[config.mk]
export PLATFORM = sky130hd
export DESIGN_NAME = ocf_output_config
export DESIGN_NICKNAME = d
export VERILOG_FILES = /design/src/rtl/ocf_pkg.sv /design/src/rtl/ocf_output_config.sv /design/src/rtl/ocf_min_pulse.sv
export SDC_FILE = /design/constraint.sdc
export NUM_CORES = 1
export LEC_CHECK = 0
export CORE_MARGIN = 2
export CORE_UTILIZATION = 67
export DETAILED_ROUTE_END_ITERATION = 16
export DONT_BUFFER_PORTS = 1
export PLACE_DENSITY = 0.83
export SKIP_CTS_REPAIR_TIMING = 1
export SLEW_MARGIN = 20
export SYNTH_ARGS = -nofsm -noshare
export SYNTH_HDL_FRONTEND = slang
export SYNTH_SLANG_ARGS = --single-unit
[constraint.sdc]
create_clock -name core_clk -period 12.3 [get_ports core_clk]
set_clock_uncertainty 0.2 [all_clocks]
set_input_delay 1.23 -clock core_clk [delete_from_list [all_inputs] [get_ports core_clk]]
set_output_delay 1.23 -clock core_clk [all_outputs]
set_load 0.02 [all_outputs]
[src/rtl/ocf_pkg.sv]
package ocf_pkg;

    ////////////////////////////////////////////////////////////////////////////////
    // Register byte addresses
    localparam logic [7:0] OCF_ADDR_SWITCHES = 8'h00;
    localparam logic [7:0] OCF_ADDR_CHECKSUM = 8'h04;
    localparam logic [7:0] OCF_ADDR_IRQ_STATUS = 8'h08;
    localparam logic [7:0] OCF_ADDR_IRQ_MASK = 8'h0C;
    localparam logic [7:0] OCF_ADDR_UNLATCH = 8'h10;
    localparam logic [7:0] OCF_ADDR_OUT_STATE = 8'h14;
    localparam logic [7:0] OCF_ADDR_BF_TIME = 8'h18;

    ////////////////////////////////////////////////////////////////////////////////
    // Switch positions in output_function_switches
    localparam int OCF_SW_LATCH_PO1 = 0;
    localparam int OCF_SW_SHORT_SO = 3;
    localparam int OCF_SW_SHORT_PO = 4;
    localparam int OCF_SW_BF_EN = 5;
    localparam int OCF_SW_RESTART_BLOCK = 6;
    localparam int OCF_SW_TCS_TO_SO2 = 7;

    // Interrupt status and mask bits
    localparam int OCF_EV_PO1 = 0;
    localparam int OCF_EV_BF = 3;
    localparam int OCF_EV_TCS = 4;
    localparam int OCF_EV_W = 5;

    // Output state fields
    localparam int OCF_OS_LATCHED_LSB = 5;
    localparam int OCF_OS_BF = 8;

    // Unlatch command bit
    localparam int OCF_UNLATCH_BIT = 0;

    ////////////////////////////////////////////////////////////////////////////////
    // Reset values
    localparam logic [7:0] OCF_SWITCHES_RESET = 8'h00;
    localparam logic [4:0] OCF_IRQ_MASK_RESET = 5'h00;
    localparam logic [15:0] OCF_BF_TIME_RESET = 16'h0064;

    ////////////////////////////////////////////////////////////////////////////////
    // Timing
    localparam int OCF_CLK_PERIOD_NS = 10;
    localparam int OCF_TICK_NS = 1000000;
    localparam int OCF_TICK_CYCLES = OCF_TICK_NS / OCF_CLK_PERIOD_NS;
    localparam int OCF_PULSE_LONG_MS = 80;
    localparam int OCF_PULSE_SHORT_MS = 40;
    localparam int OCF_PULSE_W = 7;

endpackage : ocf_pkg

[src/rtl/ocf_output_config.sv]
// The placing of the registers and the Avalon-MM interface to the registers are this design's own decisions.
`timescale 1ns/1ns
// What this block does
// - Switches one to three each select latching for power outputs one to three.
// - Unlatched power output follows its trip request, held on for at least the minimum pulse length.
// - Latched power output stays on after the trip request falls away.
// - Latch released by front panel, digital input or serial bus request.
// - Switch four: signal output minimum pulse 80 ms at 0, 40 ms at 1.
// - Switch five: power output minimum pulse 80 ms at 0, 40 ms at 1.
// - Latching mode overrides the minimum pulse length for that power output.
// - Switch six: power output one starts breaker failure timer, then output two.
// - Switch seven at 0 routes restart disable to power output three.
// - Switch eight routes trip-circuit supervision warning onto signal output two.
// - All eight switches reset to 0, checksum 0.
// - Checksum is the sum of switch positions weighted 1, 2, 4 and upward.
module ocf_output_config
#(
    parameter int TICK_CYCLES = ocf_pkg::OCF_TICK_CYCLES
)
(
    input wire logic core_clk,
    input wire logic arst_n,
    input wire logic [7:0] avs_address,
    input wire logic avs_read,
    input wire logic avs_write,
    input wire logic [31:0] avs_writedata,
    input wire logic [3:0] avs_byteenable,
    output logic [31:0] avs_readdata,
    output logic avs_waitrequest,
    input wire logic [2:0] trip_request,
    input wire logic [1:0] signal_request,
    input wire logic restart_disable,
    input wire logic tcs_warning,
    input wire logic panel_unlatch,
    input wire logic unlatch_input_pin,
    output logic power_output_one,
    output logic power_output_two,
    output logic power_output_three,
    output logic signal_output_one,
    output logic signal_output_two,
    output logic irq
);

    ////////////////////////////////////////////////////////////////////////////////
    // Reset release
    logic [1:0] rst_sync_r;
    logic rst_q;

    always_ff @(posedge core_clk or negedge arst_n)
    begin
        if (!arst_n)
        begin
            rst_sync_r <= 2'b00;
        end
        else
        begin
            rst_sync_r <= {rst_sync_r[0], 1'b1};
        end
    end

    assign rst_q = rst_sync_r[1];

    ////////////////////////////////////////////////////////////////////////////////
    // Millisecond tick
    logic [16:0] tick_cnt_r;
    logic [16:0] tick_cnt_nxt;
    logic tick_r;
    logic tick_nxt;

    always_comb
    begin
        tick_nxt = (tick_cnt_r == 17'(TICK_CYCLES - 1));
        tick_cnt_nxt = tick_nxt ? 17'h00000 : tick_cnt_r + 17'h00001;
    end

    always_ff @(posedge core_clk or negedge rst_q)
    begin
        if (!rst_q)
        begin
            tick_cnt_r <= 17'h00000;
            tick_r <= 1'b0;
        end
        else
        begin
            tick_cnt_r <= tick_cnt_nxt;
            tick_r <= tick_nxt;
        end
    end

    ////////////////////////////////////////////////////////////////////////////////
    // Digital unlatch input synchroniser
    logic [2:0] din_sync_r;
    logic din_level_r;
    logic din_level_nxt;
    logic din_prev_r;

    always_comb
    begin
        din_level_nxt = (din_sync_r[1] == din_sync_r[2]) ? din_sync_r[2] : din_level_r;
    end

    always_ff @(posedge core_clk or negedge rst_q)
    begin
        if (!rst_q)
        begin
            din_sync_r <= 3'h0;
            din_level_r <= 1'b0;
            din_prev_r <= 1'b0;
        end
        else
        begin
            din_sync_r <= {din_sync_r[1:0], unlatch_input_pin};
            din_level_r <= din_level_nxt;
            din_prev_r <= din_level_r;
        end
    end

    ////////////////////////////////////////////////////////////////////////////////
    // Register bus
    logic wait_r;
    logic wait_nxt;
    logic [31:0] readdata_r;
    logic [31:0] readdata_nxt;
    logic [7:0] switches_r;
    logic [7:0] switches_nxt;
    logic [4:0] irq_mask_r;
    logic [4:0] irq_mask_nxt;
    logic [15:0] bf_time_r;
    logic [15:0] bf_time_nxt;
    logic bus_unlatch_r;
    logic bus_unlatch_nxt;
    logic [4:0] irq_status_r;
    logic [8:0] out_state;
    logic wr_go;
    logic rd_go;

    function automatic logic [31:0] ocf_checksum(input logic [7:0] sw);
        logic [31:0] sum;
        sum = 32'h00000000;
        for (int i = 0; i < 8; i++)
        begin
            sum = sum + (sw[i] ? (32'h00000001 << i) : 32'h00000000);
        end
        return sum;
    endfunction : ocf_checksum

    function automatic logic [31:0] ocf_read_mux(
        input logic [7:0] addr,
        input logic [7:0] sw,
        input logic [4:0] status,
        input logic [4:0] mask,
        input logic [8:0] state,
        input logic [15:0] bf_time
    );
        logic [31:0] data;
        data = 32'h00000000;
        unique case (addr)
            ocf_pkg::OCF_ADDR_SWITCHES: data = {24'h000000, sw};
            ocf_pkg::OCF_ADDR_CHECKSUM: data = ocf_checksum(sw);
            ocf_pkg::OCF_ADDR_IRQ_STATUS: data = {27'h0000000, status};
            ocf_pkg::OCF_ADDR_IRQ_MASK: data = {27'h0000000, mask};
            ocf_pkg::OCF_ADDR_OUT_STATE: data = {23'h000000, state};
            ocf_pkg::OCF_ADDR_BF_TIME: data = {16'h0000, bf_time};
            default: data = 32'h00000000;
        endcase
        return data;
    endfunction : ocf_read_mux

    assign wr_go = avs_write && !wait_r;
    assign rd_go = avs_read && !wait_r;

    always_comb
    begin
        wait_nxt = 1'b1;
        if ((avs_read || avs_write) && wait_r)
        begin
            wait_nxt = 1'b0;
        end
        readdata_nxt = readdata_r;
        if (avs_read && wait_r)
        begin
            readdata_nxt = ocf_read_mux(avs_address, switches_r, irq_status_r, irq_mask_r,
                                        out_state, bf_time_r);
        end
        switches_nxt = switches_r;
        irq_mask_nxt = irq_mask_r;
        bf_time_nxt = bf_time_r;
        bus_unlatch_nxt = 1'b0;
        if (wr_go)
        begin
            unique case (avs_address)
                ocf_pkg::OCF_ADDR_SWITCHES:
                begin
                    if (avs_byteenable[0])
                    begin
                        switches_nxt = avs_writedata[7:0];
                    end
                end
                ocf_pkg::OCF_ADDR_IRQ_MASK:
                begin
                    if (avs_byteenable[0])
                    begin
                        irq_mask_nxt = avs_writedata[4:0];
                    end
                end
                ocf_pkg::OCF_ADDR_BF_TIME:
                begin
                    if (avs_byteenable[0])
                    begin
                        bf_time_nxt[7:0] = avs_writedata[7:0];
                    end
                    if (avs_byteenable[1])
                    begin
                        bf_time_nxt[15:8] = avs_writedata[15:8];
                    end
                end
                ocf_pkg::OCF_ADDR_UNLATCH:
                begin
                    bus_unlatch_nxt = avs_byteenable[0]
                                      && avs_writedata[ocf_pkg::OCF_UNLATCH_BIT];
                end
                default:
                begin
                    bus_unlatch_nxt = 1'b0;
                end
            endcase
        end
    end

    always_ff @(posedge core_clk or negedge rst_q)
    begin
        if (!rst_q)
        begin
            wait_r <= 1'b1;
            readdata_r <= 32'h00000000;
            switches_r <= ocf_pkg::OCF_SWITCHES_RESET;
            irq_mask_r <= ocf_pkg::OCF_IRQ_MASK_RESET;
            bf_time_r <= ocf_pkg::OCF_BF_TIME_RESET;
            bus_unlatch_r <= 1'b0;
        end
        else
        begin
            wait_r <= wait_nxt;
            readdata_r <= readdata_nxt;
            switches_r <= switches_nxt;
            irq_mask_r <= irq_mask_nxt;
            bf_time_r <= bf_time_nxt;
            bus_unlatch_r <= bus_unlatch_nxt;
        end
    end

    assign avs_waitrequest = wait_r;
    assign avs_readdata = readdata_r;

    ////////////////////////////////////////////////////////////////////////////////
    // Latches, breaker failure timer and output routing
    logic [2:0] latched_r;
    logic [2:0] latched_nxt;
    logic [15:0] bf_cnt_r;
    logic [15:0] bf_cnt_nxt;
    logic bf_trip_r;
    logic bf_trip_nxt;
    logic unlatch_any;
    logic [2:0] po_req;
    logic [4:0] drive;
    logic [4:0] short_sel;
    logic [4:0] stretched;
    logic [4:0] out_r;
    logic [4:0] out_nxt;
    logic tcs_prev_r;
    logic [4:0] events;

    always_comb
    begin
        unlatch_any = panel_unlatch || (din_level_r && !din_prev_r) || bus_unlatch_r;
        po_req[0] = trip_request[0];
        po_req[1] = trip_request[1] || bf_trip_r;
        po_req[2] = trip_request[2]
                    || (restart_disable && !switches_r[ocf_pkg::OCF_SW_RESTART_BLOCK]);
        for (int i = 0; i < 3; i++)
        begin
            if (switches_r[ocf_pkg::OCF_SW_LATCH_PO1 + i] && po_req[i])
            begin
                latched_nxt[i] = 1'b1;
            end
            else if (unlatch_any || !switches_r[ocf_pkg::OCF_SW_LATCH_PO1 + i])
            begin
                latched_nxt[i] = 1'b0;
            end
            else
            begin
                latched_nxt[i] = latched_r[i];
            end
        end
        bf_cnt_nxt = 16'h0000;
        bf_trip_nxt = 1'b0;
        if (switches_r[ocf_pkg::OCF_SW_BF_EN] && out_r[0] && trip_request[0])
        begin
            bf_cnt_nxt = (tick_r && bf_cnt_r != 16'hFFFF) ? bf_cnt_r + 16'h0001 : bf_cnt_r;
            bf_trip_nxt = (bf_cnt_r >= bf_time_r);
        end
        drive = {signal_request[1]
                 || (tcs_warning && switches_r[ocf_pkg::OCF_SW_TCS_TO_SO2]),
                 signal_request[0], po_req};
        short_sel = {{2{switches_r[ocf_pkg::OCF_SW_SHORT_SO]}},
                     {3{switches_r[ocf_pkg::OCF_SW_SHORT_PO]}}};
        out_nxt = stretched;
        for (int i = 0; i < 3; i++)
        begin
            if (switches_r[ocf_pkg::OCF_SW_LATCH_PO1 + i])
            begin
                out_nxt[i] = po_req[i] || latched_r[i];
            end
            else
            begin
                out_nxt[i] = stretched[i];
            end
        end
        events = {tcs_warning && !tcs_prev_r, bf_trip_nxt && !bf_trip_r,
                  out_nxt[2:0] & ~out_r[2:0]};
        out_state = {bf_trip_r, latched_r, out_r};
    end

    generate
        for (genvar g = 0; g < 5; g++)
        begin : g_pulse
            ocf_min_pulse u_pulse
            (
                .core_clk(core_clk),
                .rst_n(rst_q),
                .tick(tick_r),
                .drive(drive[g]),
                .short_sel(short_sel[g]),
                .stretched(stretched[g])
            );
        end
    endgenerate

    always_ff @(posedge core_clk or negedge rst_q)
    begin
        if (!rst_q)
        begin
            latched_r <= 3'h0;
            bf_cnt_r <= 16'h0000;
            bf_trip_r <= 1'b0;
            out_r <= 5'h00;
            tcs_prev_r <= 1'b0;
        end
        else
        begin
            latched_r <= latched_nxt;
            bf_cnt_r <= bf_cnt_nxt;
            bf_trip_r <= bf_trip_nxt;
            out_r <= out_nxt;
            tcs_prev_r <= tcs_warning;
        end
    end

    assign power_output_one = out_r[0];
    assign power_output_two = out_r[1];
    assign power_output_three = out_r[2];
    assign signal_output_one = out_r[3];
    assign signal_output_two = out_r[4];

    ////////////////////////////////////////////////////////////////////////////////
    // Interrupt status, cleared by reading it; a new event wins over the clear
    logic [4:0] irq_status_nxt;
    logic irq_r;
    logic irq_nxt;

    always_comb
    begin
        irq_status_nxt = irq_status_r;
        if (rd_go && avs_address == ocf_pkg::OCF_ADDR_IRQ_STATUS)
        begin
            irq_status_nxt = irq_status_r & ~readdata_r[ocf_pkg::OCF_EV_W-1:0];
        end
        irq_status_nxt = irq_status_nxt | events;
        irq_nxt = |(irq_status_r & irq_mask_r);
    end

    always_ff @(posedge core_clk or negedge rst_q)
    begin
        if (!rst_q)
        begin
            irq_status_r <= 5'h00;
            irq_r <= 1'b0;
        end
        else
        begin
            irq_status_r <= irq_status_nxt;
            irq_r <= irq_nxt;
        end
    end

    assign irq = irq_r;
endmodule : ocf_output_config

[src/rtl/ocf_min_pulse.sv]
`timescale 1ns/1ns
module ocf_min_pulse
(
    input wire logic core_clk,
    input wire logic rst_n,
    input wire logic tick,
    input wire logic drive,
    input wire logic short_sel,
    output logic stretched
);

    logic [ocf_pkg::OCF_PULSE_W-1:0] hold_cnt_r;
    logic [ocf_pkg::OCF_PULSE_W-1:0] hold_cnt_nxt;
    logic drive_r;
    logic [ocf_pkg::OCF_PULSE_W-1:0] load_val;

    ////////////////////////////////////////////////////////////////////////////////
    // Hold counter, one extra count so the least length rounds up
    always_comb
    begin
        load_val = short_sel ? ocf_pkg::OCF_PULSE_W'(ocf_pkg::OCF_PULSE_SHORT_MS + 1)
                             : ocf_pkg::OCF_PULSE_W'(ocf_pkg::OCF_PULSE_LONG_MS + 1);
        hold_cnt_nxt = hold_cnt_r;
        if (drive && !drive_r)
        begin
            hold_cnt_nxt = load_val;
        end
        else if (tick && hold_cnt_r != '0)
        begin
            hold_cnt_nxt = hold_cnt_r - 1'b1;
        end
        stretched = drive || (hold_cnt_r != '0);
    end

    always_ff @(posedge core_clk or negedge rst_n)
    begin
        if (!rst_n)
        begin
            hold_cnt_r <= '0;
            drive_r <= 1'b0;
        end
        else
        begin
            hold_cnt_r <= hold_cnt_nxt;
            drive_r <= drive;
        end
    end
endmodule : ocf_min_pulse

# == After elaboration in Yosys (flattened, before gate mapping) ==
# Index checks and enable logic that the tools add are counted.
# classes
add_sub_neg,14
magnitude_cmp,1
n_eq_ne,10
n_mux,38
n_bitwise,6
n_reduce_logical,76
# op_table
cell,n
16-bit one-hot mux with 6 select lines,1
7-bit 2-to-1 mux,13
7-bit nonzero test,5
"7-bit by 1-bit subtractor with 7-bit output, second input constant",5
16-bit 2-to-1 mux,2
1-bit logical AND,27
"8-bit by 5-bit equality test with 1-bit output, second input constant",3
"17-bit by 1-bit adder with 17-bit output, second input constant",1
"17-bit equality test, second input constant",1
1-bit logical OR,17
17-bit 2-to-1 mux,1
"16-bit by 1-bit adder with 16-bit output, second input constant",1
"8-bit by 4-bit equality test with 1-bit output, second input constant",2
16-bit >= comparator,1
"16-bit != test, second input constant",1
2-bit nonzero test,8
1-bit 2-to-1 mux,14
1-bit zero test,13
3-bit AND reduction,4
5-bit AND,2
5-bit 2-to-1 mux,2
8-bit by 8-bit adder with 9-bit output,1
7-bit by 7-bit adder with 8-bit output,1
"8-bit by 3-bit equality test with 1-bit output, second input constant",1
other kinds (18),18
# word_totals
regBits,160
inputBits,57
wordCells,177

# == Depth between registers and ports, before layout ==
# Gate-level depths: netlist of run 1.
# logic_depth
word_depth,9
ltp_mapped,8
mapped_depth_nobuf,7

# == Hierarchy ==
# Synthesis of run 1 repeated with hierarchy kept, for this count alone.
# unflattened
hier_cells,703
area_unflattened_um2,7348.3
# by_module_without_submodules
module,instances,cells_each,area_each_um2,seq_area_each_um2
ocf_output_config,1,473,5096.1,2607.5
ocf_min_pulse,5,46,450.4,200.2

# == Worst setup path before layout of run 1 ==
# No wires, ideal clock.
# synth_path
path_type,input to register
startpoint,input port avs_address[0]
endpoint,register switches_r[0]
arrival_time_ns,2.760
t_required_ns,11.975
setup_slack_ns,9.215
stages,5
n_path_buf,0
path_cell_list,or4_4 > nor2_8 > nand3_4 > nor4_4 > mux2_2
# synth_via
elab_chain_cells,2
# synth_lines
element,line_no,rtl
"start, declared",ocf_output_config.sv:23,"input wire logic [7:0] avs_address,"
8-bit zero test,ocf_output_config.sv:191,unique case (avs_address)
3-bit AND reduction (no line),--,
"end signal, assigned",ocf_output_config.sv:236,switches_r <= ocf_pkg::OCF_SWITCHES_RESET;
"end signal, assigned",ocf_output_config.sv:245,switches_r <= switches_nxt;
"end, declared",ocf_output_config.sv:124,logic [7:0] switches_r;
# Every way passes these cells.
# A chain may end at the register's enable or synchronous reset.

# == Worst setup path after layout of run 1 ==
# layout_path
startpoint,input port avs_address[0]
endpoint,"register readdata_r[3], in the netlist avs_readdata[3]"
# layout_via
elab_chain_cells,2
word_cells_on_any_way,7
cone_classes,eq/ne (5); mux (1); reduce/logical (1)
# layout_lines
element,line_no,rtl
8-bit by 5-bit equality test with 1-bit output (tied with other cells),ocf_output_config.sv:157,unique case (addr)
16-bit one-hot mux with 6 select lines *,ocf_output_config.sv:157,
"end signal, assigned",ocf_output_config.sv:244,readdata_r <= readdata_nxt;
"end, declared",ocf_output_config.sv:122,logic [31:0] readdata_r;
# Every way passes the cells marked *; elsewhere a longest branch is shown, timed or not.

==> key figures, run 1 <==
Run status
  – Status: completed

Synth
  – Synthesized area per cell: 10.4 um^2
  – Register bit total from synthesis: 144
  – Leading area contributor after synthesis: dfrtp_1
  – Sequential area share after synthesis: 50.7%
  – Top FF cell, synth: dfrtp_1
  – Fraction of registers with async set/reset: 100%
  – Post-Syn Instances: 686
  – Ys Warns: 0
  – Post-Syn Area: 7120 um^2
  – Top post-synthesis cells by area: dfrtp_1 (49%), ha_1 (4.9%), nor2_1 (3.7%)
  – Post-synth EDFFs: 0
  – Top cell type's share of synthesized area: 49.2%
  – Distinct cells, synth: 60

Routing
  – Vias per inst: 6.18
  – Drt total wl: 15.4 mm
  – Routed wire per std cell: 18.4 um
  – Via count: 5177
  – Drc violations: 0
  – 1st-pass router iterations: 5
  – Post-DRT Antenna Nets: 0
  – Drt initial violations: 415

Die
  – Chip height: 107 um
  – Rows: 37
  – Starting density of the core: 68.9%
  – Die area: 11500 um^2
  – Core area: 10300 um^2
  – I/O Pins: 96
  – Die width: 107 um

STA
  – Total negative slack: 0 ns
  – Final worst path period need: 2.93 ns
  – Tightest Pin Transition: 0.976 ns
  – Fin. Hold Viols: 0
  – Slew Viols, Final: 0
  – Final setup viols: 0
  – RSZ-0062 raised after global routing: false
  – Max_slew headroom: 34.4%
  – Max Clk Rate: 0.342 GHz
  – Final period util: 23.8%

CTS
  – Deepest clock path buffer count: 2
  – Clk root buf: clkbuf_8
  – Worst-path clk slew: 0.06 ns
  – TritonCTS clock tree: yes
  – H-tree Lvls: 4
  – CTS buffer count: 17
  – Clock Sinks: 144
  – Clock latency on the worst-skew pair: 0.54 ns

Power and ir drop
  – Power per cell area: 135 nW/um^2
  – Worst VDD drop: 0.000107 V
  – Static leakage: 0.00341 uW

Critical path
  – Slowest cell on the critical path: nor3_1
  – Crit-path leading delay family: simple AND/OR/NAND/NOR gates
  – Arrival time worst endpoint: 3.20 ns
  – Crit Path Class: primary input to register
  – CP cell instances: or4_4 > nor2_8 > nand3_1 > nor3_1 > a221o_1
  – Worst path max stage delay: 0.81 ns
  – Worst R2R Start: tick_r
  – Largest fanout on the critical path: 6
  – Startpoint types: primary input
  – R2r endpoint: g_pulse[1].u_pulse.hold_cnt_r[5]
  – CP Buf/Inv Count: 0
  – FF-to-FF setup slack: 9.75 ns
  – R2R cell count: 5
  – WP data required: 12.57 ns
  – Type of destination of the critical path: register

Finish
  – Synthesis-to-layout area growth: 9.18%
  – Final Core Density: 75.3%
  – Share of cells above drive strength 1: 9.83%
  – Most common cell after layout, fill and taps aside: dfrtp_1
  – Most frequent cells in the layout: dfrtp_1 (139), nor2_1 (71), nand2_1 (48)
  – Post-layout nets: 774
  – Diodes inserted: 0
  – Fillers: 675

Placement
  – Final RePlAce weighted congestion: 0.842
  – HPWL after detailed placement: 10.5 mm
  – Port Buffers: 0

GRT
  – Pin count of the biggest net entering global routing: 78
  – Total track usage: 28.6%
  – First-pass GRT wire length: 25.2 mm
  – Total gr overflow: 0
  – Vias in the first global route: 5091
  – Antenna violations before repair: 0

Hold path
  – Hold path cells: 0
  – Worst Hold End: rst_sync_r[1]
  – Hold Crit Class: register to register
  – Hold Path Origin: rst_sync_r[0]

Job
  – Max-cap violations: 0
## report_power, final
group	switching (uW)	internal, uW
Clock	198	314
Sequential	14.5	485
Combinational	23.3	11.9
## per-layer routing
layer  wire length, um  global-route usage (%)
met3              1080                    8.15
met2              7530                    47.1
met4               316                    10.1
met5                 0                       0
met1              6490                    36.4
## how the worst max path moves through the flow
stage,slack [ns],end,cells past startpoint,startpoint
after global placement,8.87,irq_status_r[3],5,avs_address[0]
after CTS,9.34,irq_status_r[4],5,avs_address[0]
final,9.37,avs_readdata[3],5,avs_address[0]
after global routing,9.33,avs_readdata[3],5,avs_address[0]
after detailed placement,8.81,irq_status_r[3],5,avs_address[0]
after floorplan,7.80,avs_readdata[0],0,rst_sync_r[1]
## cells by family (layout without fill, tap and decap cells)
| logic type | Yosys count | count (layout) | share of synthesized area [%] |
|---|---|---|---|
| and+or+nand+nor | 239 | 239 | 17.7 |
| adders and majority gates | 29 | 29 | 5.06 |
| DFF | 144 | 144 | 50.7 |
| muxes | 29 | 29 | 4.45 |
| xor gates and xnor gates | 52 | 52 | 6.40 |
| buffers and inverters | 73 | 74 | 4.76 |
| AOI/OAI and AO/OA | 118 | 118 | 10.8 |
| other | 2 | 17 | 0.106 |
## flip-flops by register name (all words and copies together) (netlist names), 2 cells and up
| signal | count |
|---|---|
| latched_r | 3 |
| bf_time_r | 16 |
| out_r | 5 |
| rst_sync_r | 2 |
| g_pulse.u_pulse.drive_r | 5 |
| avs_readdata | 16 |
| tick_cnt_r | 17 |
| switches_r | 8 |
| irq_mask_r | 5 |
| bf_cnt_r | 16 |
| g_pulse.u_pulse.hold_cnt_r | 35 |
| irq_status_r | 5 |
| din_sync_r | 3 |
## synth_stat cells (2+ instances only)
library cell  count
mux2i_1           8
and4_1            5
or3_1             4
o21ai_0          27
nor2b_1           7
a22oi_1           9
a31oi_1          12
xnor2_1          26
a221o_1           5
buf_4            17
a21oi_1          28
inv_1            41
o2111ai_1         2
nand3b_1          8
mux2_2           21
or4_1             3
nand4_1          13
nor4_1            8
xor2_1           26
conb_1            2
nand3_1          24
clkbuf_1         13
nand4b_1          4
a22o_1           10
ha_1             28
a21boi_0          2
nor3_1           10
a21o_1            2
nor3b_1           3
dfrtp_1         140
dfstp_2           4
a211oi_1          7
or2_2             3
and3_1            6
o31ai_1           5
and2_1            8
nand2b_1          4
o41ai_1           2
nor2_1           71
nand2_1          48
## area by class of cell
class | count | area [um^2] | area share [%]
clock buffers | 19 | 432 | 5.55
clock inverters | 13 | 163 | 2.09
inverters | 41 | 154 | 1.98
multi-input cells | 484 | 3230 | 41.6
flip-flops and latches | 144 | 3610 | 46.5
well taps | 136 | 170 | 2.19
repair buffers | 1 | 7.51 | 0.0966
## worst register-to-register path, stage by stage, from the launching register on
cell     delay (ns)
dfrtp_1        0.66
inv_1          0.32
a31oi_1        0.48
nand2_1        0.19
or4_1          0.43
a31oi_1        0.19
## through the flow
step	std cells	setup WS, ns	hold WS (ns)	instance area [um^2]	power, uW
after detailed placement	806	8.81	0.140	7170	543
after global routing	838	9.33	0.165	7770	1080
final	838	9.37	0.158	7770	1050
after floorplan	701	7.80	0.131	7170	539
after CTS	838	9.34	0.162	7760	1050
after global placement	806	8.87	0.135	7170	541
Power figures use the tool's default switching activity.
==> inputs of run 2 (changes only) <==
Settings changed: CORE_UTILIZATION 67 to 58, PLACE_DENSITY 0.83 to 0.76.
Clock period 12.3 ns to 2.4 ns, I/O delays scaled along.
==> run 2 against run 1 <==
Against the previous run:
- the flow now finishes with violations (negative hold slack)
- total power grew to 5.2 times the previous value
- sequential cell count is the same
- sequential share of layout area shrank 2.8 points
- sequential power grew to 5.1 times the previous value
- die area grew 15%
- first-iteration DRC count grew 5.3%
- combinational power grew to 7.4 times the previous value
- global-route usage shrank 4.3 points
- cell area grew 6.3%
- wire length grew 1.8%
- non-clock buffer count grew 48
- register-to-register slack lost 9.6 ns
- critical path type is now register to register
- largest power group unchanged
==> key figures, run 2 (same netlist as run 1, synthesis figures left out) <==
Power and ir drop
  – Combinational share of power: 4.8% (+1.4 points)
  – Static leakage: 0.00364 uW (+6.8%)
  – Internal power: 4270 uW (+430%)
  – Sequential power share: 46.7% (-1.0 points)
  – Power per cell area: 661 nW/um^2 (+390%)
  – Clock Power Share: 48.5% (-0.4 points)
  – NetSw: 1190 uW (+400%)
  – Switching share of power: 21.7% (-0.76 points)
  – Worst VDD drop: 0.000556 V (+420%)

Critical path
  – Slowest cell on the critical path: dfstp_2
  – FF-to-FF setup slack: 0.17 ns (-9.58 ns)
  – Crit Path Class: register to register
  – WP data required: 2.49 ns (-10.08 ns)
  – Largest fanout on the critical path: 2 (-4)
  – CP cell instances: inv_1 > ha_1 > a21o_1 > a21oi_1 > o221ai_1 > a211oi_1 > o31ai_1
  – Worst path max stage delay: 0.53 ns (-0.28 ns)
  – Type of destination of the critical path: register
  – Startpoint types: register
  – Arrival time worst endpoint: 2.33 ns (-0.87 ns)

GRT
  – Total gr overflow: 0 (unchanged)
  – Vias in the first global route: 4999 (-1.8%)
  – Antenna violations before repair: 2 (+2)
  – Total track usage: 24.3% (-4.3 points)
  – First-pass GRT wire length: 24.7 mm (-2.1%)
  – Pin count of the biggest net entering global routing: 47 (-40%)

Die
  – Core area: 12000 um^2 (+16%)
  – Chip height: 115 um (+7.2%)
  – I/O Pins: 96 (unchanged)
  – Rows: 40 (+8.1%)
  – Starting density of the core: 59.3% (-9.7 points)
  – Die area: 13200 um^2 (+15%)
  – Die width: 115 um (+7.2%)

Job
  – Max-cap violations: 0 (unchanged)

Finish
  – Most flops, register: g_pulse.u_pulse.hold_cnt_r
  – Largest registers: g_pulse.u_pulse.hold_cnt_r: 35 flops, tick_cnt_r: 17 flops
  – Most common cell after layout, fill and taps aside: dfrtp_1
  – Design area: 8260 um^2 (+6.3%)
  – Synthesis-to-layout area growth: 16.1%
  – Share of cells above drive strength 1: 10.8% (+0.97 points)
  – Fillers: 864 (+28%)
  – Most frequent cells in the layout: dfrtp_1 (139), nor2_1 (71), nand2_1 (48)
  – Flip-flop count of the largest register after layout: 35 (unchanged)
  – Fin cells: 898 (+7.2%)
  – Post-layout nets: 822 (+6.2%)

CTS
  – Deepest clock path buffer count: 2 (unchanged)
  – Clk root buf: clkbuf_16
  – H-tree Lvls: 4 (unchanged)
  – CTS buffer count: 17 (unchanged)
  – Clock Sinks: 144 (unchanged)
  – Worst-path clk slew: 0.06 ns (about the same)
  – TritonCTS clock tree: yes
  – Clock latency on the worst-skew pair: 0.42 ns (-0.12 ns)

STA
  – Final setup viols: 0 (unchanged)
  – Hold slack: -0.00369 ns (-0.162 ns)
  – RSZ-0062 raised after global routing: false
  – PnR worst setup slack: 0.167 ns (-9.21 ns)
  – Final worst path period need: 2.23 ns
  – Tightest Pin Transition: 0.722 ns (-0.254 ns)
  – Fin. Hold Viols: 1 (+1)
  – Max_slew headroom: 51.2% (+17 points)
  – Final period util: 93.1%
  – Max Clk Rate: 0.448 GHz
  – Slew Viols, Final: 0 (unchanged)
  – Total negative slack: 0 ns (unchanged)

Routing
  – 1st-pass router iterations: 5 (unchanged)
  – Via count: 5326 (+2.9%)
  – Drt total wl: 15.7 mm (+1.8%)
  – Drc violations: 0 (unchanged)
  – Vias per inst: 5.93 (-4.0%)
  – Routed wire per std cell: 17.5 um (-5.0%)
  – Drt initial violations: 437 (+5.3%)
  – Post-DRT Antenna Nets: 0 (unchanged)

Placement
  – Dpl ws: 0.173 ns (-8.64 ns)
  – Final RePlAce weighted congestion: 0.879 (+4.3%)
  – HPWL after detailed placement: 10.9 mm (+3.5%)
  – DP Area: 7310 um^2 (+1.9%)
  – # placed instances: 830 (+3.0%)
  – Port Buffers: 0 (unchanged)

Hold path
  – Hold Crit Class: primary input to register

Run status
  – Failing checks: negative hold slack
  – Status: complete, but fails checks
run 2: path summary, 6_finish.rpt:
| kind | start | to | depth (start not counted) |
|---|---|---|---|
| max | bf_time_r[5] | irq_status_r[3] | 7 |
| min | avs_address[1] | avs_readdata[8] | 3 |
| max reg2reg | bf_time_r[5] | irq_status_r[3] | 7 |
| min reg2reg | rst_sync_r[1] | g_pulse[4].u_pulse.hold_cnt_r[1] | 0 |
| max in group asynchronous | rst_sync_r[1] | bf_time_r[2] | 1 |
| min in group asynchronous | rst_sync_r[1] | g_pulse[4].u_pulse.hold_cnt_r[1] | 0 |
run 2: per-stage QoR:
stage	power, uW	utilization, %
global placement	2780	60.8
detailed placement	2790	60.8
finish	5460	68.8
global route	5670	68.8
CTS	5450	65.8
floorplan	2760	-
run 2: cell type report:
cell class              instances  area [um^2]  area share (%)
diodes                          1         2.50          0.0303
clock buffers                  21          460            5.57
clock inverters                11          138            1.67
inverters                      41          154            1.86
multi-input cells             484         3230            39.1
flip-flops and latches        144         3610            43.7
well taps                     147          184            2.23
repair buffers                 49          480            5.82
run 2: power groups by stage:
stage                     Sequential [uW]  Clock, uW  Combinational (uW)
after global routing                 2560       2820                 289
after CTS                            2550       2700                 201
after global placement               2590          0                 193
after detailed placement             2590          0                 200
after floorplan                      2600          0                 162
final                                2550       2650                 261
run 2: per-layer routing:
| layer | share of wire [%] | wire (um) | GRT usage, % |
|---|---|---|---|
| met1 | 44 | 6880 | 32.4 |
| met2 | 48 | 7460 | 37.8 |
| met3 | 6.6 | 1030 | 7.64 |
| met4 | 1.9 | 300 | 9.16 |
| met5 | 0.083 | 13 | 0 |
run 2: critical path: cells and delay by family, from the launching register on:
kind / cells / cell delay, ns
flops: 1 / 0.53
compound gates: 5 / 1.03
fa+ha+maj: 1 / 0.30
buf+inv: 1 / 0.05
